--- src/core/psm_defines.svh ---
// Register offsets, field positions, reset values and timing counts of the power mode sequencer
`ifndef PSM_DEFINES_SVH
`define PSM_DEFINES_SVH

`define PSM_ADDR_W            12
`define PSM_CTRL_OFFSET       12'h000
`define PSM_STATUS_OFFSET     12'h004

`define PSM_CTRL_SLOW_BIT     0
`define PSM_CTRL_DIV_LSB      1
`define PSM_CTRL_DIV_MSB      2
`define PSM_CTRL_OIE_BIT      3
`define PSM_CTRL_SHORT_BIT    4
`define PSM_CTRL_WDGOPT_BIT   5
`define PSM_CTRL_RESET        6'h00

`define PSM_STAT_MODE_LSB     0
`define PSM_STAT_MODE_MSB     2
`define PSM_STAT_SLOW_BIT     3
`define PSM_STAT_LVL_LSB      4
`define PSM_STAT_LVL_MSB      5
`define PSM_STAT_BUSY_BIT     6

`define PSM_LEVEL_ENABLE_ALL  2'h2
`define PSM_LEVEL_RESET       2'h3

`define PSM_WAKE_LONG_CYC     4096
`define PSM_WAKE_SHORT_CYC    256
`define PSM_WAKE_LONG_LOAD    12'(`PSM_WAKE_LONG_CYC - 1)
`define PSM_WAKE_SHORT_LOAD   12'(`PSM_WAKE_SHORT_CYC - 1)

`define PSM_RESP_OKAY         2'h0
`define PSM_RESP_SLVERR       2'h2

`endif

--- src/core/psm_pkg.sv ---
// Types shared by the power mode sequencer files
package psm_pkg;

	typedef enum logic [2:0]
	{
		PSM_RUN,
		PSM_WAIT,
		PSM_ACTIVE_HALT,
		PSM_HALT,
		PSM_WAKE
	} psm_mode_e;

	typedef struct packed
	{
		logic       watchdog_halt_option;
		logic       wake_delay_short;
		logic       oscillator_interrupt_enable;
		logic [1:0] cpu_clock_divider_select;
		logic       slow_mode_enable;
	} psm_ctrl_s;

	typedef struct packed
	{
		logic       wait_for_interrupt_instr;
		logic       halt_instr;
	} psm_instr_s;

	typedef struct packed
	{
		logic       irq_pending;
		logic       irq_wake_capable;
		logic       irq_timebase;
		logic [1:0] irq_priority;
	} psm_irq_s;

	typedef struct packed
	{
		logic       ccr_load;
		logic [1:0] ccr_level;
		logic       cc_push;
		logic       irq_service;
	} psm_cpu_s;

	typedef struct packed
	{
		logic       osc_enable;
		logic       timebase_clk_en;
		logic       wdg_freeze;
		logic       wdg_halt_reset;
	} psm_sys_s;

endpackage

--- src/core/psm_clk_div.sv ---
// Master clock divider producing gated CPU and peripheral clock enables
`timescale 1ns/1ps
`include "psm_defines.svh"

module psm_clk_div
(
	// Clock and reset
	input  wire logic       aclk,
	input  wire logic       aresetn,
	// Divider request
	input  wire logic       slow_mode_enable,
	input  wire logic [1:0] cpu_clock_divider_select,
	// Gates
	input  wire logic       cpu_gate,
	input  wire logic       periph_gate,
	// Enables
	output logic            cpu_tick_r,
	output logic            periph_tick_r
);
	logic [2:0] div_r;
	logic [2:0] div_nxt;
	logic [3:0] cnt_r;
	logic [3:0] limit;
	logic       terminal;

	// Divide by 1 in run, by 2 to 16 in slow mode
	assign div_nxt  = slow_mode_enable ? (3'h1 + {1'b0, cpu_clock_divider_select}) : 3'h0;
	assign limit    = 4'((5'h01 << div_r) - 5'h01);
	assign terminal = (cnt_r == limit);

	always_ff @(posedge aclk)
	begin
		if (!aresetn)
		begin
			cnt_r <= 4'h0;
			div_r <= 3'h0;
		end
		else if (terminal)
		begin
			cnt_r <= 4'h0;
			div_r <= div_nxt;
		end
		else
		begin
			cnt_r <= cnt_r + 4'h1;
		end
	end

	always_ff @(posedge aclk)
	begin
		if (!aresetn)
		begin
			cpu_tick_r    <= 1'b0;
			periph_tick_r <= 1'b0;
		end
		else
		begin
			cpu_tick_r    <= terminal & cpu_gate;
			periph_tick_r <= terminal & periph_gate;
		end
	end
endmodule

--- src/core/psm_top.sv ---
// Power mode sequencer: run, slow, wait, active-halt and halt with AXI4-Lite control
//
// Design decisions made here: the address map and the AXI4-Lite register port.
`timescale 1ns/1ps
`include "psm_defines.svh"

module psm_top
(
	// Clock and reset
	input  wire logic                     aclk,
	input  wire logic                     aresetn,
	// AXI4-Lite write address
	input  wire logic [`PSM_ADDR_W-1:0]   s_axi_awaddr,
	input  wire logic [2:0]               s_axi_awprot,
	input  wire logic                     s_axi_awvalid,
	output logic                          s_axi_awready,
	// AXI4-Lite write data
	input  wire logic [31:0]              s_axi_wdata,
	input  wire logic [3:0]               s_axi_wstrb,
	input  wire logic                     s_axi_wvalid,
	output logic                          s_axi_wready,
	// AXI4-Lite write response
	output logic [1:0]                    s_axi_bresp,
	output logic                          s_axi_bvalid,
	input  wire logic                     s_axi_bready,
	// AXI4-Lite read address
	input  wire logic [`PSM_ADDR_W-1:0]   s_axi_araddr,
	input  wire logic [2:0]               s_axi_arprot,
	input  wire logic                     s_axi_arvalid,
	output logic                          s_axi_arready,
	// AXI4-Lite read data
	output logic [31:0]                   s_axi_rdata,
	output logic [1:0]                    s_axi_rresp,
	output logic                          s_axi_rvalid,
	input  wire logic                     s_axi_rready,
	// CPU core instructions and interrupt controller requests
	input  wire psm_pkg::psm_instr_s      instr,
	input  wire psm_pkg::psm_irq_s        irq,
	input  wire logic                     watchdog_active,
	// Clock enables
	output logic                          cpu_clk_en,
	output logic                          periph_clk_en,
	// CPU core and system controls
	output psm_pkg::psm_cpu_s             cpu_ctl_r,
	output psm_pkg::psm_sys_s             sys_ctl_r,
	output psm_pkg::psm_mode_e            mode_r
);
	import psm_pkg::*;
	localparam logic [`PSM_ADDR_W-1:0] ctrl_addr   = `PSM_CTRL_OFFSET;
	localparam logic [`PSM_ADDR_W-1:0] status_addr = `PSM_STATUS_OFFSET;

	psm_ctrl_s  ctrl_r;
	psm_mode_e  mode_nxt;
	logic       from_active_r;
	logic [11:0] wake_cnt_r;
	logic       wake_load;
	logic       wake_done;
	logic       halt_like;
	logic       cpu_gate;
	logic       periph_gate;

	// Write channel holding
	logic [`PSM_ADDR_W-1:0] aw_addr_r;
	logic                   aw_held_r;
	logic [31:0]            w_data_r;
	logic [3:0]             w_strb_r;
	logic                   w_held_r;
	logic                   do_write;
	logic                   wr_ctrl;
	logic [31:0]            status_word;

	// Register bus
	assign do_write = aw_held_r & w_held_r & ~s_axi_bvalid;
	assign wr_ctrl  = do_write & (aw_addr_r[`PSM_ADDR_W-1:2] == ctrl_addr[`PSM_ADDR_W-1:2]);

	always_ff @(posedge aclk)
	begin
		if (!aresetn)
		begin
			s_axi_awready <= 1'b1;
			aw_held_r     <= 1'b0;
			aw_addr_r     <= '0;
		end
		else if (s_axi_awvalid & s_axi_awready)
		begin
			s_axi_awready <= 1'b0;
			aw_held_r     <= 1'b1;
			aw_addr_r     <= s_axi_awaddr;
		end
		else if (s_axi_bvalid & s_axi_bready)
		begin
			s_axi_awready <= 1'b1;
		end
		else if (do_write)
		begin
			aw_held_r <= 1'b0;
		end
	end

	always_ff @(posedge aclk)
	begin
		if (!aresetn)
		begin
			s_axi_wready <= 1'b1;
			w_held_r     <= 1'b0;
			w_data_r     <= 32'h0;
			w_strb_r     <= 4'h0;
		end
		else if (s_axi_wvalid & s_axi_wready)
		begin
			s_axi_wready <= 1'b0;
			w_held_r     <= 1'b1;
			w_data_r     <= s_axi_wdata;
			w_strb_r     <= s_axi_wstrb;
		end
		else if (s_axi_bvalid & s_axi_bready)
		begin
			s_axi_wready <= 1'b1;
		end
		else if (do_write)
		begin
			w_held_r <= 1'b0;
		end
	end

	always_ff @(posedge aclk)
	begin
		if (!aresetn)
		begin
			s_axi_bvalid <= 1'b0;
			s_axi_bresp  <= `PSM_RESP_OKAY;
		end
		else if (do_write)
		begin
			s_axi_bvalid <= 1'b1;
			s_axi_bresp  <= (wr_ctrl | (aw_addr_r[`PSM_ADDR_W-1:2] == status_addr[`PSM_ADDR_W-1:2]))
				? `PSM_RESP_OKAY : `PSM_RESP_SLVERR;
		end
		else if (s_axi_bready)
		begin
			s_axi_bvalid <= 1'b0;
		end
	end

	// Control register, low byte lane only
	always_ff @(posedge aclk)
	begin
		if (!aresetn)
		begin
			ctrl_r <= psm_ctrl_s'(`PSM_CTRL_RESET);
		end
		else if (wr_ctrl & w_strb_r[0])
		begin
			ctrl_r <= psm_ctrl_s'(w_data_r[`PSM_CTRL_WDGOPT_BIT:`PSM_CTRL_SLOW_BIT]);
		end
	end

	always_comb
	begin
		status_word = 32'h0;
		status_word[`PSM_STAT_MODE_MSB:`PSM_STAT_MODE_LSB] = mode_r;
		status_word[`PSM_STAT_SLOW_BIT] = ctrl_r.slow_mode_enable;
		status_word[`PSM_STAT_LVL_MSB:`PSM_STAT_LVL_LSB] = cpu_ctl_r.ccr_level;
		status_word[`PSM_STAT_BUSY_BIT] = (mode_r == PSM_WAKE);
	end

	always_ff @(posedge aclk)
	begin
		if (!aresetn)
		begin
			s_axi_arready <= 1'b1;
			s_axi_rvalid  <= 1'b0;
			s_axi_rdata   <= 32'h0;
			s_axi_rresp   <= `PSM_RESP_OKAY;
		end
		else if (s_axi_arvalid & s_axi_arready)
		begin
			s_axi_arready <= 1'b0;
			s_axi_rvalid  <= 1'b1;
			unique case (s_axi_araddr[`PSM_ADDR_W-1:2])
				ctrl_addr[`PSM_ADDR_W-1:2]:
				begin
					s_axi_rdata <= {26'h0, ctrl_r};
					s_axi_rresp <= `PSM_RESP_OKAY;
				end
				status_addr[`PSM_ADDR_W-1:2]:
				begin
					s_axi_rdata <= status_word;
					s_axi_rresp <= `PSM_RESP_OKAY;
				end
				default:
				begin
					s_axi_rdata <= 32'h0;
					s_axi_rresp <= `PSM_RESP_SLVERR;
				end
			endcase
		end
		else if (s_axi_rvalid & s_axi_rready)
		begin
			s_axi_rvalid  <= 1'b0;
			s_axi_arready <= 1'b1;
		end
	end

	// Mode sequencing
	assign wake_done = (wake_cnt_r == 12'h000);

	always_comb
	begin
		mode_nxt  = mode_r;
		wake_load = 1'b0;
		unique case (mode_r)
			PSM_RUN:
			begin
				if (instr.halt_instr)
				begin
					mode_nxt = ctrl_r.oscillator_interrupt_enable ? PSM_ACTIVE_HALT : PSM_HALT;
				end
				else if (instr.wait_for_interrupt_instr)
				begin
					mode_nxt = PSM_WAIT;
				end
			end
			PSM_WAIT:
			begin
				if (irq.irq_pending)
				begin
					mode_nxt = PSM_RUN;
				end
			end
			PSM_ACTIVE_HALT:
			begin
				if (irq.irq_timebase | irq.irq_wake_capable)
				begin
					mode_nxt  = PSM_WAKE;
					wake_load = 1'b1;
				end
			end
			PSM_HALT:
			begin
				if (irq.irq_wake_capable)
				begin
					mode_nxt  = PSM_WAKE;
					wake_load = 1'b1;
				end
			end
			PSM_WAKE:
			begin
				if (wake_done)
				begin
					mode_nxt = PSM_RUN;
				end
			end
		endcase
	end

	always_ff @(posedge aclk)
	begin
		if (!aresetn)
		begin
			mode_r <= PSM_RUN;
		end
		else
		begin
			mode_r <= mode_nxt;
		end
	end

	// Wake delay counter
	always_ff @(posedge aclk)
	begin
		if (!aresetn)
		begin
			wake_cnt_r    <= 12'h000;
			from_active_r <= 1'b0;
		end
		else if (wake_load)
		begin
			wake_cnt_r    <= ctrl_r.wake_delay_short ? `PSM_WAKE_SHORT_LOAD : `PSM_WAKE_LONG_LOAD;
			from_active_r <= (mode_r == PSM_ACTIVE_HALT);
		end
		else if ((mode_r == PSM_WAKE) & ~wake_done)
		begin
			wake_cnt_r <= wake_cnt_r - 12'h001;
		end
	end

	// Early clear of the enable during an active-halt wake drops to halt behaviour
	assign halt_like   = (mode_r == PSM_HALT) |
		((mode_r == PSM_WAKE) & from_active_r & ~ctrl_r.oscillator_interrupt_enable);
	assign cpu_gate    = (mode_r == PSM_RUN);
	assign periph_gate = (mode_r == PSM_RUN) | (mode_r == PSM_WAIT);

	psm_clk_div u_clk_div
	(
		.aclk                     (aclk),
		.aresetn                  (aresetn),
		.slow_mode_enable         (ctrl_r.slow_mode_enable),
		.cpu_clock_divider_select (ctrl_r.cpu_clock_divider_select),
		.cpu_gate                 (cpu_gate),
		.periph_gate              (periph_gate),
		.cpu_tick_r               (cpu_clk_en),
		.periph_tick_r            (periph_clk_en)
	);

	// CPU core controls: mask forcing on entry, push and priority on service
	always_ff @(posedge aclk)
	begin
		if (!aresetn)
		begin
			cpu_ctl_r.ccr_load    <= 1'b0;
			cpu_ctl_r.ccr_level   <= `PSM_LEVEL_RESET;
			cpu_ctl_r.cc_push     <= 1'b0;
			cpu_ctl_r.irq_service <= 1'b0;
		end
		else
		begin
			cpu_ctl_r.ccr_load    <= 1'b0;
			cpu_ctl_r.cc_push     <= 1'b0;
			cpu_ctl_r.irq_service <= 1'b0;
			if ((mode_r == PSM_RUN) & (mode_nxt != PSM_RUN))
			begin
				cpu_ctl_r.ccr_load  <= 1'b1;
				cpu_ctl_r.ccr_level <= `PSM_LEVEL_ENABLE_ALL;
			end
			else if ((mode_r != PSM_RUN) & (mode_nxt == PSM_RUN))
			begin
				cpu_ctl_r.ccr_load    <= 1'b1;
				cpu_ctl_r.ccr_level   <= irq.irq_priority;
				cpu_ctl_r.cc_push     <= 1'b1;
				cpu_ctl_r.irq_service <= 1'b1;
			end
		end
	end

	// Oscillator, timebase and watchdog controls
	always_ff @(posedge aclk)
	begin
		if (!aresetn)
		begin
			sys_ctl_r.osc_enable      <= 1'b1;
			sys_ctl_r.timebase_clk_en <= 1'b1;
			sys_ctl_r.wdg_freeze      <= 1'b0;
			sys_ctl_r.wdg_halt_reset  <= 1'b0;
		end
		else
		begin
			sys_ctl_r.osc_enable      <= ~halt_like;
			sys_ctl_r.timebase_clk_en <= ~halt_like & ((mode_r == PSM_RUN) | (mode_r == PSM_WAIT) |
				(mode_r == PSM_ACTIVE_HALT) | (mode_r == PSM_WAKE));
			sys_ctl_r.wdg_freeze      <= (mode_r == PSM_ACTIVE_HALT) |
				((mode_r == PSM_WAKE) & from_active_r & ctrl_r.oscillator_interrupt_enable);
			sys_ctl_r.wdg_halt_reset  <= (mode_r == PSM_RUN) & (mode_nxt == PSM_HALT) & watchdog_active &
				~ctrl_r.watchdog_halt_option;
		end
	end
endmodule

--- config.mk ---
export PLATFORM = sky130hd
export DESIGN_NAME = psm_top
export DESIGN_NICKNAME = d
export VERILOG_FILES = /design/src/core/psm_pkg.sv /design/src/core/psm_clk_div.sv /design/src/core/psm_top.sv
export VERILOG_INCLUDE_DIRS = /design/src /design/src/core
export SDC_FILE = /design/constraint.sdc
export NUM_CORES = 1
export LEC_CHECK = 0
export BUFFER_PORTS_ARGS = -buffer_cell sky130_fd_sc_hd__buf_2
export CORE_ASPECT_RATIO = 1.2
export CORE_MARGIN = 1
export CORE_UTILIZATION = 50
export CTS_CLUSTER_SIZE = 12
export DETAILED_ROUTE_END_ITERATION = 6
export GPL_ROUTABILITY_DRIVEN = 0
export PLACE_DENSITY = 0.83
export SLEW_MARGIN = 20
export SYNTH_ARGS = -nofsm -noshare
export SYNTH_HDL_FRONTEND = slang
export SYNTH_SLANG_ARGS = --single-unit
export TNS_END_PERCENT = 1
--- constraint.sdc ---
create_clock -name aclk -period 9.1 [get_ports aclk]
set_clock_uncertainty 0.05 [all_clocks]
set_input_delay 0.91 -clock aclk [delete_from_list [all_inputs] [get_ports aclk]]
set_output_delay 0.91 -clock aclk [all_outputs]
set_load 0.02 [all_outputs]
* Word level (Yosys, flattened, before mapping)
Index checks and enable logic that the tools add are counted. W data, S select, Z words.
Cells by class: equality and inequality tests 10, bitwise gates (word level) 34, multiplexer cells 33, shift operators 1, reductions and logical operators 20, add/sub/neg operators 4
Operators by type and width (number):
- $mux W12 | 3
- $mux W3 | 8
- $and A1 B1 Y1 | 21
- $eq A10 B1 Y1 const B | 2
- $logic_not A10 Y1 | 2
- $mux W1 | 16
- $reduce_bool A2 Y1 | 8
- $pmux W3 S5 | 1
- $pmux W7 S2 | 1
- $logic_not A12 Y1 | 1
- $sub A12 B1 Y12 const B | 1
- $eq A3 B2 Y1 const B | 3
- $or A1 B1 Y1 | 7
- $logic_not A3 Y1 | 2
- $not A1 Y1 | 6
- $reduce_bool A3 Y1 | 2
- $reduce_or A2 Y1 | 3
- $mux W5 | 1
- $add A4 B1 Y4 const B | 1
- $eq A4 B4 Y1 | 1
- $mux W2 | 2
- $ne A2 B2 Y1 const B | 2
- $reduce_and A2 Y1 | 2
- $shl A1 B3 Y4 const A | 1
- other kinds (5) | 5
Word-level totals: input bits 81, output and inout bits 55, word-level logic and storage cells 136, bits in registers 102

* Longest topological paths before layout
depth after elaboration 7, mapped depth 10, depth with buffers taken out 10

* By module
A second synthesis with hierarchy kept.
Second synthesis, totals: cell total of the unflattened synthesis 396, area, all modules 3464.6 sq um
By module, submodules not included:
- psm_top | sequential area each 1261.2 sq um, cells each 352, area an instance 3020.4 sq um, times used 1
- psm_clk_div | sequential area each 180.2 sq um, cells each 44, area an instance 444.2 sq um, times used 1

* Worst setup path before layout
Ideal clock, no wire load.
kind register to register, start point register wake_cnt_r[0], end point register cpu_ctl_r[3] in the netlist's numbering, data arrival time 2778 ps, slack 6145 ps, stages on the path, launching flop included 10, data required time 8923 ps, path buffers 0, path through dfxtp_1 > inv_1 > ha_1 > or4b_1 > or4_4 > a221o_1 > nor3_1 > ha_1 > mux2_2 > or3_1
Between the ends: cells in the longest elaborated chain, start to end 6, elaborated cells on any way between the ends 8, those cells by class 2 x mux; 2 x bitwise; 4 x reduce/logical
RTL lines:
- start: declaration | line psm_top.sv:55 | logic [11:0] wake_cnt_r;
- start signal: assignment | line psm_top.sv:279 | wake_cnt_r <= ctrl_r.wake_delay_short ? `PSM_WAKE_SHORT_LOAD : `PSM_WAKE_LONG_LOAD;
- start signal: assignment | line psm_top.sv:284 | wake_cnt_r <= wake_cnt_r - 12'h001;
- $logic_not A12 Y1 * | line psm_top.sv:206 | assign wake_done = (wake_cnt_r == 12'h000);
- $mux W3 * | line psm_top.sv:249 | if (wake_done)
- $pmux W3 S5 * | line psm_top.sv:212 | unique case (mode_r)
- $reduce_bool A3 Y1 | line psm_top.sv:321 | if ((mode_r == PSM_RUN) & (mode_nxt != PSM_RUN))
- $and A1 B1 Y1 | line psm_top.sv:321
- $reduce_or A2 Y1 (no source line)
- end: declaration | line psm_top.sv:44 | output psm_pkg::psm_cpu_s cpu_ctl_r,
Every way passes the cells marked *; elsewhere a longest branch is shown, timed or not. A chain may end at the register's enable or synchronous reset.

* Worst setup path after layout
Same ends and word-level chain as after synthesis.

==> impl_metrics.py <==
metrics = {
    "synth": {
        "synthXorXnorAreaFrac": 0.0132,
        "synth_compound_area_frac": 0.171,
        "ys_warn_count": 0,
        "synth_enable_flop_cells": 0,
        "synthArstFlopShare": 0,
        "syn-cell-area_sq_um": 3310,
        "synth_cell_types": 50,
        "synthCells": 389,
        "netlist.area_leader.share": 0.436,
        "avgSynthCellArea_sq_um": 8.51,
        "yosys-top-cells-area": "dfxtp_1 (44%), buf_4 (6.4%), nand2_1 (5.7%), a21oi_1 (5.6%), o21ai_0 (3.3%)",
        "synth.area.mux_share": 0.0216,
        "synth-seq-cells": 72,
        "synth-simple-area-share": 0.244,
        "synth-seq-area-share": 0.436,
        "synthAdderAreaFrac": 0.0227,
        "yosys.area.top_type": "dfxtp_1",
        "synth_top_family_by_area": "simple AND/OR/NAND/NOR gates",
        "ys_dominant_reg_cell": "dfxtp_1",
    },
    "status": {
        "status": "finished clean",
    },
    "floorplanning": {
        "dieHeight_microns": 91.1,
        "die_w_microns": 76.3,
        "rows": 32,
        "start_util": 0.517,
        "io_pins": 136,
        "dieArea_sq_um": 6950,
        "core_sq_um": 6410,
    },
    "drt": {
        "routed_wl_microns": 6990,
        "routedWlPerCell_microns": 12.9,
        "first_pass_iters": 4,
        "drc": 0,
        "drt-initial-drc-count": 201,
        "via_per_inst": 5.39,
        "drtAntennaViolNets": 0,
        "vias": 2927,
    },
    "clock_network": {
        "root_buffer": "clkbuf_8",
        "cts_tree": "done",
        "cts_resized": 0,
        "cts_sinks": 72,
        "clkLatencyLatePin_ns": 0.35,
        "numCtsBuffers": 9,
        "cts_hold_buf": 0,
        "cts_setup_buffers": 0,
        "htree_levels": 3,
        "cts_max_path_buffers": 2,
        "path_clk_slew_ns": 0.08,
    },
    "finish": {
        "final_util": 0.596,
        "final_cell_area_sq_um": 3820,
        "nNetsFinal": 540,
        "final_layout_size_suffix_gt1_frac": 0.214,
        "fill_cells": 580,
        "n_antenna_cell": 0,
        "syn2layout_area_growth_pct": 15.3,
        "final_cells": 543,
    },
    "setup_path": {
        "rr_worst_depth": 9,
        "reg2reg_slack_ns": 5.93,
        "worst-endpoint-required_ns": 9.29,
        "end_kind": "flop",
        "worstPathMaxFanout": 5,
        "arrival_ns": 3.36,
        "crit_type": "reg -> reg",
        "reg2reg_to": "cpu_ctl_r[3]$_SDFFE_PP1P_",
        "reg2reg_from": "wake_cnt_r[0]$_SDFFE_PN0P_",
        "crit_path_start_kind": "flop",
    },
    "global_routing": {
        "grt_max_degree": 29,
        "grt.overflow.total": 0,
        "grtUsageTotal": 0.214,
        "grt_pass1_vias": 2788,
        "grt_pass1_wl_microns": 11900,
        "antenna_found_initial": 0,
    },
    "place": {
        "dp.cells": 527,
        "dpl_cell_area_sq_um": 3600,
        "dp_hpwl_microns": 5000,
        "port_buffers": 69,
    },
    "pwr": {
        "p_leak_uw": 0.00161,
        "p_per_area_nw_per_um2": 220,
        "peakVddDrop_mv": 0.113,
    },
    "sta": {
        "setup_viol": 0,
        "worst_slew_pin_slew_ns": 1.08,
        "fmax_ghz": 0.316,
        "relSlewSlack": 0.277,
        "holdWs_ns": 0.405,
        "layout_worst_path_cycle_share": 0.348,
        "min_period_ns": 3.17,
        "rsz0062_at_grt": "false",
        "tns_ns": 0,
        "drv_slew": 0,
        "hold_viol_final": 0,
    },
    "min_path": {
        "min-delay-start": "w_data_r[0]$_SDFFE_PN0P_",
        "hold_path.class": "reg -> reg",
        "hold-path-cell-count": 2,
        "hold_end": "w_data_r[0]$_SDFFE_PN0P_",
    },
    "run": {
        "maxCapViolCount": 0,
    },
}
cells in the final DEF (no fill, tap or decap), types with 3 or more instances in the layout:
master    count
dfxtp_1      72
a211oi_1      3
nand3b_1      4
inv_1         8
nand2b_1      5
or4_1         6
a21oi_1      37
ha_1          6
nor3b_1       5
a31oi_1       7
mux2i_1       6
nor2_1       19
a221oi_1      6
nand2_1      50
nand3_1      13
xnor2_1       3
or2_2         4
and3_1        3
clkbuf_8      9
nor4_1        6
or3_1         6
nor2b_1       4
o21ai_0      22
buf_2        69
and2_1        5
nor3_1       10
o31ai_1       5
conb_1       27
flip-flops by register name, summed over array words and instances, names as in the netlist:
signal	count
aw_addr_r	10
aw_held_r	1
cpu_ctl_r	4
ctrl_r	6
from_active_r	1
mode_r	3
s_axi_arready	1
s_axi_awready	1
s_axi_bresp	1
s_axi_bvalid	1
s_axi_rdata	7
s_axi_rresp	1
s_axi_rvalid	1
s_axi_wready	1
sys_ctl_r	4
u_clk_div.cnt_r	4
u_clk_div.cpu_tick_r	1
u_clk_div.div_r	3
u_clk_div.periph_tick_r	1
w_data_r	6
w_held_r	1
w_strb_r	1
wake_cnt_r	12
cell type report:
class	instances	area [sq um]	area share
Multi-Input combinational cell	291	1670	0.436
Sequential cell	72	1440	0.378
Timing Repair Buffer	71	360	0.0944
Clock buffer	11	131	0.0344
Tap cell	85	106	0.0279
Clock inverter	5	81.3	0.0213
Inverter	8	30.0	0.00787
per-layer routing:
metal  vias to the layer above  global-route usage  routed length, microns
met5                         -                   0                       0
met4                         0               0.117                     131
met3                        11              0.0633                     457
met2                        98               0.354                    3310
met1                      1351               0.248                    3100
li1                       1467                   -                       -
stage by stage:
stage,total power (uW),worst slack (ns)
after global placement,564,6.00
after CTS,842,5.94
after detailed placement,573,5.95
after global routing,885,5.76
final,839,5.93
after floorplan,528,6.14
power breakdown:
group          leakage [uW]  internal, uW  switching (uW)
Clock              0.000104           154             117
Combinational      0.000921          75.0             119
Sequential         0.000590           346            28.0
Total               0.00161           575             264
how the worst max path moves through the flow:
| stage | from | end | depth (start not counted) |
|---|---|---|---|
| 5_1_grt | wake_cnt_r[0]$_SDFFE_PN0P_ | cpu_ctl_r[3]$_SDFFE_PP1P_ | 9 |
| 2_1_floorplan | wake_cnt_r[0]$_SDFFE_PN0P_ | cpu_ctl_r[3]$_SDFFE_PP1P_ | 9 |
| 4_1_cts | wake_cnt_r[0]$_SDFFE_PN0P_ | cpu_ctl_r[3]$_SDFFE_PP1P_ | 9 |
| 3_5_place_dp | wake_cnt_r[0]$_SDFFE_PN0P_ | cpu_ctl_r[3]$_SDFFE_PP1P_ | 9 |
| 3_3_place_gp | wake_cnt_r[0]$_SDFFE_PN0P_ | cpu_ctl_r[3]$_SDFFE_PP1P_ | 9 |
| 6_report | wake_cnt_r[0]$_SDFFE_PN0P_ | cpu_ctl_r[3]$_SDFFE_PP1P_ | 9 |
cells by family after synthesis:
| logic type | count (synthesis) |
|---|---|
| and+or+nand+nor | 153 |
| AOI/OAI and AO/OA | 93 |
| DFF | 72 |
| buffers and inverters | 52 |
| muxes | 7 |
| adders and majority gates | 6 |
| xor gates and xnor gates | 5 |
| other | 1 |
cell usage after synthesis, types with 3 or more instances:
| cell | number |
|---|---|
| nand3_1 | 13 |
| a31oi_1 | 7 |
| xnor2_1 | 3 |
| nor3b_1 | 5 |
| buf_1 | 4 |
| or3_1 | 6 |
| nor4_1 | 6 |
| o31ai_1 | 5 |
| a21oi_1 | 37 |
| nor3_1 | 10 |
| mux2i_1 | 6 |
| dfxtp_1 | 72 |
| a221oi_1 | 6 |
| nor2b_1 | 4 |
| and2_1 | 5 |
| o21ai_0 | 22 |
| a211oi_1 | 3 |
| ha_1 | 6 |
| and3_1 | 3 |
| clkbuf_1 | 12 |
| nand2b_1 | 5 |
| buf_4 | 28 |
| nor2_1 | 19 |
| nand3b_1 | 4 |
| nand2_1 | 50 |
| inv_1 | 8 |
| or2_2 | 4 |
| or4_1 | 6 |
critical path, stage by stage (launching register included):
cell     delay (ns)
dfxtp_1        0.34
inv_1          0.08
ha_1           0.18
or4b_1         0.51
or4_4          0.48
a221o_1        0.39
nor3_1         0.16
ha_1           0.23
mux2_2         0.34
or3_1          0.29
(Power assumes the default switching activity.)
